File: src/dbg_csh_pkg.sv
// constants for the upper debug control and status byte
// Function
// - bit 7 debug enable allows active debug mode and intrusive commands
// - debug enable resets to 1 in special single-chip mode
// - bit 6 set on active debug entry, cleared on exit sequence
// - active debug status resets to 1 in special single-chip mode
// - bit 5 picks serial clock only or all clocks in stop mode
// - with debug disabled, no stop influence and no serial communication in stop mode
// - with handshake on, first acknowledge after stop entry is long
// - continue-in-stop writes are ignored while in stop mode
// - bit 3 set with handshake: access in the very next bus cycle
// - bit 3 clear with handshake: wait free cycle, force after 512 cycles
// - handshake off: access always steals the next bus cycle
// - bit 2 selects dedicated debug clock or device fast clock
// - clock select is 0 after reset, only reset clears it
// - bit 1 reads 1 when unsecure, 0 when secure
// - mass-clear pending set only by the mass-clear command
// - mass-clear pending clears on completion or soft reset
// - bit 0 reads 1 while mass-clear is pending
// - bits 6, 1, 0 are not writable by any command
// - bits 7, 3, 2 writable only by host write command when not secure
// - register reached only by host serial commands, not memory mapped
package dbg_csh_pkg;
   localparam int BIT_ENABLE   = 7;
   localparam int BIT_ACTIVE   = 6;
   localparam int BIT_CIS      = 5;
   localparam int BIT_STEAL    = 3;
   localparam int BIT_CLKSEL   = 2;
   localparam int BIT_UNSECURE_STATUS    = 1;
   localparam int BIT_CLEARPND = 0;
   localparam logic [7:0] RESET_SPECIAL = 8'hC0;
   localparam logic [7:0] RESET_NORMAL  = 8'h00;
   localparam int STEAL_TIMEOUT  = 512;
   localparam int SERIAL_CLOCK_SELECT_WAIT_CYC = 150;
   localparam int TIMER_W        = 10;
endpackage : dbg_csh_pkg

File: src/debug_ctrl_status_high.sv
// upper control and status byte of the single-wire debug controller
`timescale 1ns/1ps
module debug_ctrl_status_high
   import dbg_csh_pkg::*;
(
   input  wire logic       clock_i,
   input  wire logic       rst_i,
   input  wire logic       clk_en_i,
   input  wire logic       special_mode_i,
   input  wire logic       soft_reset_i,
   input  wire logic       host_status_write_command_i,
   input  wire logic [7:0] host_wdata_i,
   input  wire logic       host_status_read_command_i,
   output logic      [7:0] host_rdata_o,
   input  wire logic       unsecure_i,
   input  wire logic       stop_mode_i,
   input  wire logic       debug_entry_i,
   input  wire logic       debug_exit_i,
   input  wire logic       mass_clear_cmd_i,
   input  wire logic       mass_clear_done_i,
   input  wire logic       ack_enable_i,
   input  wire logic       ack_issue_i,
   output logic            ack_long_o,
   input  wire logic       access_req_i,
   input  wire logic       bus_free_i,
   output logic            access_go_o,
   output logic            debug_enable_o,
   output logic            active_debug_mode_o,
   output logic            keep_serial_clock_o,
   output logic            keep_all_clocks_o,
   output logic            serial_clock_select_o,
   output logic            serial_comm_allow_o,
   output logic            intrusive_allow_o
);

   // register fields of the byte
   logic               enable_r;
   logic               active_r;
   logic               cis_r;
   logic               steal_r;
   logic               clksel_r;
   logic               pend_r;
   // high up to the first enabled edge after reset, which loads the mode values
   logic               strap_r;
   // stop entry seen and not yet answered by an acknowledge
   logic               stop_seen_r;
   logic               stop_d_r;
   // cycles that a debug access has waited for a free bus cycle
   logic [TIMER_W-1:0] wait_r;
   logic [TIMER_W-1:0] wait_nxt;
   logic [7:0]         rdata_r;

   // decoded conditions
   wire                wr_ok;
   wire                cis_wr_ok;
   wire                stop_rise;
   wire                timeout;
   wire                entry_ok;
   wire                strap_enable;
   wire                strap_active;
   wire                go_cond;
   wire [7:0]          csr;

   // only the host write command reaches the byte, and only while unsecure
   assign wr_ok        = host_status_write_command_i & unsecure_i;
   // continue-in-stop is frozen while stop mode lasts
   assign cis_wr_ok    = wr_ok & ~stop_mode_i;
   assign stop_rise    = stop_mode_i & ~stop_d_r;
   // the access is forced once the counter has run the full timeout
   assign timeout      = (wait_r == TIMER_W'(STEAL_TIMEOUT - 1));
   assign entry_ok     = debug_entry_i & enable_r;
   assign strap_enable = special_mode_i ? RESET_SPECIAL[BIT_ENABLE] : RESET_NORMAL[BIT_ENABLE];
   assign strap_active = special_mode_i ? RESET_SPECIAL[BIT_ACTIVE] : RESET_NORMAL[BIT_ACTIVE];
   assign go_cond      = ~ack_enable_i | steal_r | bus_free_i | timeout;
   assign wait_nxt     = (access_req_i & ~access_go_o) ? wait_r + 1'b1 : '0;
   // bit 4 is unimplemented and reads zero
   assign csr          = {enable_r, active_r, cis_r, 1'b0, steal_r, clksel_r,
                          unsecure_i, pend_r};

   // marks the first enabled cycle after reset
   always_ff @(posedge clock_i or posedge rst_i) begin
      if (rst_i) begin
         strap_r <= 1'b1;
      end else if (clk_en_i) begin
         strap_r <= 1'b0;
      end
   end

   // debug enable: mode value after reset, then host writes
   always_ff @(posedge clock_i or posedge rst_i) begin
      if (rst_i) begin
         enable_r <= 1'b0;
      end else if (clk_en_i) begin
         if (strap_r) begin
            enable_r <= strap_enable;
         end else if (wr_ok) begin
            enable_r <= host_wdata_i[BIT_ENABLE];
         end
      end
   end

   // active debug status only moves by hardware events, never by a write
   always_ff @(posedge clock_i or posedge rst_i) begin
      if (rst_i) begin
         active_r <= 1'b0;
      end else if (clk_en_i) begin
         if (strap_r) begin
            active_r <= strap_active;
         end else if (entry_ok) begin
            active_r <= 1'b1;
         end else if (debug_exit_i) begin
            active_r <= 1'b0;
         end
      end
   end

   // continue-in-stop choice
   always_ff @(posedge clock_i or posedge rst_i) begin
      if (rst_i) begin
         cis_r <= 1'b0;
      end else if (clk_en_i) begin
         if (!strap_r && cis_wr_ok) begin
            cis_r <= host_wdata_i[BIT_CIS];
         end
      end
   end

   // immediate access choice
   always_ff @(posedge clock_i or posedge rst_i) begin
      if (rst_i) begin
         steal_r <= 1'b0;
      end else if (clk_en_i) begin
         if (!strap_r && wr_ok) begin
            steal_r <= host_wdata_i[BIT_STEAL];
         end
      end
   end

   // clock select: a written one sticks, only reset clears it
   always_ff @(posedge clock_i or posedge rst_i) begin
      if (rst_i) begin
         clksel_r <= 1'b0;
      end else if (clk_en_i) begin
         if (!strap_r && wr_ok && host_wdata_i[BIT_CLKSEL]) begin
            clksel_r <= 1'b1;
         end
      end
   end

   // mass-clear pending: the command sets it and wins over completion
   always_ff @(posedge clock_i or posedge rst_i) begin
      if (rst_i) begin
         pend_r <= 1'b0;
      end else if (clk_en_i) begin
         if (mass_clear_cmd_i) begin
            pend_r <= 1'b1;
         end else if (mass_clear_done_i || soft_reset_i) begin
            pend_r <= 1'b0;
         end
      end
   end

   // stop entry with debug enabled marks the next acknowledge as long
   always_ff @(posedge clock_i or posedge rst_i) begin
      if (rst_i) begin
         stop_d_r    <= 1'b0;
         stop_seen_r <= 1'b0;
      end else if (clk_en_i) begin
         stop_d_r <= stop_mode_i;
         if (stop_rise && enable_r) begin
            stop_seen_r <= 1'b1;
         end else if (ack_issue_i) begin
            stop_seen_r <= 1'b0;
         end
      end
   end

   // counts while an access waits, restarts once it is granted
   always_ff @(posedge clock_i or posedge rst_i) begin
      if (rst_i) begin
         wait_r <= '0;
      end else if (clk_en_i) begin
         wait_r <= wait_nxt;
      end
   end

   // byte captured by the host read command
   always_ff @(posedge clock_i or posedge rst_i) begin
      if (rst_i) begin
         rdata_r <= 8'h00;
      end else if (clk_en_i) begin
         if (host_status_read_command_i) begin
            rdata_r <= csr;
         end
      end
   end

   // outputs
   assign host_rdata_o          = rdata_r;
   assign ack_long_o            = ack_enable_i & stop_seen_r;
   assign access_go_o           = access_req_i & go_cond;
   assign debug_enable_o        = enable_r;
   assign active_debug_mode_o   = active_r & enable_r;
   assign intrusive_allow_o     = enable_r;
   assign keep_serial_clock_o   = enable_r & stop_mode_i;
   assign keep_all_clocks_o     = enable_r & stop_mode_i & cis_r;
   assign serial_comm_allow_o   = enable_r | ~stop_mode_i;
   assign serial_clock_select_o = clksel_r;
endmodule : debug_ctrl_status_high

File: config.mk
export PLATFORM = sky130hd
export DESIGN_NAME = debug_ctrl_status_high
export DESIGN_NICKNAME = d
export VERILOG_FILES = /design/src/dbg_csh_pkg.sv /design/src/debug_ctrl_status_high.sv
export SDC_FILE = /design/constraint.sdc
export NUM_CORES = 1
export LEC_CHECK = 0
export ABC_AREA = 1
export ABC_CLOCK_PERIOD_IN_PS = 2600
export BUFFER_PORTS_ARGS = -buffer_cell sky130_fd_sc_hd__buf_2
export CAP_MARGIN = 20
export CORE_MARGIN = 8
export CORE_UTILIZATION = 53
export DETAILED_ROUTE_END_ITERATION = 6
export HOLD_SLACK_MARGIN = 0.06
export PLACE_DENSITY = 0.79
export SETUP_SLACK_MARGIN = 0.02
export SYNTH_ARGS = -nofsm -noshare
export SYNTH_HDL_FRONTEND = slang
export SYNTH_SLANG_ARGS = --single-unit
File: constraint.sdc
create_clock -name clock_i -period 2.6 [get_ports clock_i]
set_input_delay 0.78 -clock clock_i [delete_from_list [all_inputs] [get_ports clock_i]]
set_output_delay 0.78 -clock clock_i [all_outputs]
set_load 0.03 [all_outputs]
==> run summary <==
status -> finished clean
Post-Synth Adder-Cell Area -> 0.9852%
GPL Wtd Cong -> 0.7740
Max Slew Vio Count -> 0
Detailed Place HPWL -> 2094 um
WL per Instance -> 12.39 um
ANT cells -> 0
worst path required time -> 1.82 ns
Placed Cells -> 211
Max Cap Violations -> 0
CTS tree -> built
Reg with most FFs -> wait_r
H-tree levels -> 1
multiplexer area fraction after synthesis -> 1.773%
Synthesis Warnings -> 0
Max Buffers Root-to-Sink -> 2
Die Y -> 64.95 um
Syn-to-layout area delta -> 19.31%
simple-gate share of the synthesized area -> 24.24%
Port Buffers -> 36
Clock Tree Root -> clkbuf_4
pin count of the biggest net entering global routing -> 16
clk sinks -> 26
Post-CTS Setup Repair Bufs -> 0
via count -> 1062
Syn Area/Cell -> 8.466 um^2
Startpoint Class -> register
Final Net Count -> 214
WP data arrival -> 1.62 ns
Tcrit/Tclk final -> 92.18%
syn nets -> 176
I/O pins -> 42
Setup CP Type -> register to primary output
register area share after synthesis -> 51.33%
Max rail drop VDD -> 0.4449 mV
first-pass GRT wire length -> 4278 um
FF+latch count, synth -> 26
RSZ-0062 raised after global routing -> false
Largest register FFs -> 10
pre-CTS setup slack -> 0.3988 ns
Multi-input gate area -> 508.0 um^2
post-detailed-route count of antenna-violating nets -> 0
setup ws final -> 0.2033 ns
Synth Area in XOR/XNOR -> 3.448%
main combinational cell family by area after synthesis -> simple AND/OR/NAND/NOR gates
Clock Skew -> 0.008098 ns
worst hold path class -> primary input to asynchronous set/reset pin
FILL cells -> 199
GRT Total Usage -> 12.44%
Setup violations, final -> 0
Post-Syn Area -> 0.001270 mm^2
complex-gate fraction of the synthesized area -> 9.064%
Pleak -> 0.7949 nW
die width -> 64.95 um
dominant synthesized flop cell -> dfrtp_1
final hold vios -> 0
final period demand of the worst path -> 2.397 ns
antenna violations before repair -> 0
distinct cell type count after synthesis -> 29
core area -> 0.002233 mm^2
Clock Latency Late Sink -> 0.32 ns
Cell Pwr Density -> 622.8 mW/mm^2
ys async rst share -> 100.0%
Syn Inst Count -> 150
FF+latch area -> 651.9 um^2
internal reg-to-reg setup slack -> 1.22 ns
DRC viols -> 0
f_max -> 0.4172 GHz
First-pass DRT Iterations -> 4
Initial Utilization -> 56.86%
EDFF count, synth -> 0
Final Util -> 67.84%
CP endpoint kind -> primary output
Iter 0 DRT Violations -> 42
layout cells sized above 1 -> 26.74%
vias in the first global route -> 1042
CP Max Fanout -> 4
TritonCTS buffer count -> 3
Post-CTS Hold Buffers -> 0
Worst-path clk slew -> 0.14 ns
Final Non-Filler Cells -> 215
Hold WS -> 0.4469 ns
Via density -> 4.940
total negative slack -> 0 ns
Cell Rows -> 17
Die Area -> 0.004219 mm^2
DRT Wirelength -> 2664 um
GRT overflow -> 0
==> synthesized netlist by cell type, types with 2 or more instances <==
cell type	n	area [um^2]
mux2_2	2	22.52
nand3_1	6	30.03
a21oi_1	3	15.01
o21ai_0	12	60.06
nand2_1	39	146.4
nand4_1	2	12.51
buf_4	2	15.01
nor2_1	18	67.56
dfrtp_1	25	625.6
xor2_1	3	26.28
inv_1	19	71.32
xnor2_1	2	17.52
==> cell usage in the layout, fill, tap and decap left out, drive strengths merged, types with 2 or more instances in the layout <==
cell type   n
nand2      39
nand4       2
nor2       19
xnor2       2
dfrtp      25
mux2        2
clkbuf      3
xor2        3
nand3       7
o21ai      12
a21oi       3
buf        37
inv        20
==> layout make-up <==
cell class | instances | share of cell area [%]
Sequential cell | 26 | 43.02
Inverter | 21 | 5.285
Multi-Input combinational cell | 99 | 33.53
Tap cell | 28 | 2.312
Clock buffer | 3 | 1.486
Clock inverter | 1 | 1.982
Timing Repair Buffer | 37 | 12.39
==> power by group <==
part	switching, mW	internal [mW]	total, mW	leakage, nW
Sequential	0.0202	0.441	0.461	0.327
Combinational	0.144	0.0631	0.207	0.440
Clock	0.120	0.156	0.275	0.0279
==> worst max-delay path, stage by stage (launching register included) <==
cell	delay (ns)
dfrtp_1	0.42
ha_1	0.18
inv_1	0.05
nor2_2	0.14
nand3_1	0.12
a21boi_0	0.16
buf_2	0.22
==> through the flow <==
step	instance area [um^2]	power (mW)
3_3_place_gp	1460	0.6710
4_1_cts	1513	0.9552
2_1_floorplan	1270	0.6118
3_5_place_dp	1460	0.6792
6_report	1515	0.9437
5_1_grt	1515	0.9828
==> per-layer routing <==
metal | share of wire (%) | vias up | wire length, um | GRT usage, %
li1 | - | 543 | - | -
met1 | 47 | 486 | 1246 | 14.83
met2 | 45 | 31 | 1204 | 20.37
met3 | 7.2 | 2 | 193 | 3.780
met4 | 0.71 | 0 | 19 | 5.177
met5 | 0 | - | 0 | 0
==> repair_timing <==
| action | in CTS | in global routing |
|---|---|---|
| resized for setup | 0 | 1 |
| endpoints found under the hold margin | 0 | 0 |
| setup endpoints to repair | 0 | 1 |
==> cell families (layout without fill, tap and decap cells) <==
logic type	count (synthesis)	count (layout)
and+or+nand+nor	70	70
DFF	26	26
buffers and inverters	25	62
AOI/OAI and AO/OA	20	20
xor gates and xnor gates	5	5
muxes	2	2
adders and majority gates	1	1
other	1	1
==> path summary, 6_finish.rpt <==
kind                                  startpoint               endpoint  depth (start not counted)
max                                    wait_r[0]            access_go_o                          6
min                                        rst_i                 pend_r                          2
max reg2reg                            wait_r[0]              wait_r[7]                          8
min reg2reg                serial_clock_select_o  serial_clock_select_o                          2
max in group asynchronous                  rst_i                strap_r                          3
min in group clock_i       serial_clock_select_o  serial_clock_select_o                          2
Note: power is estimated with default switching activity, not from simulation.
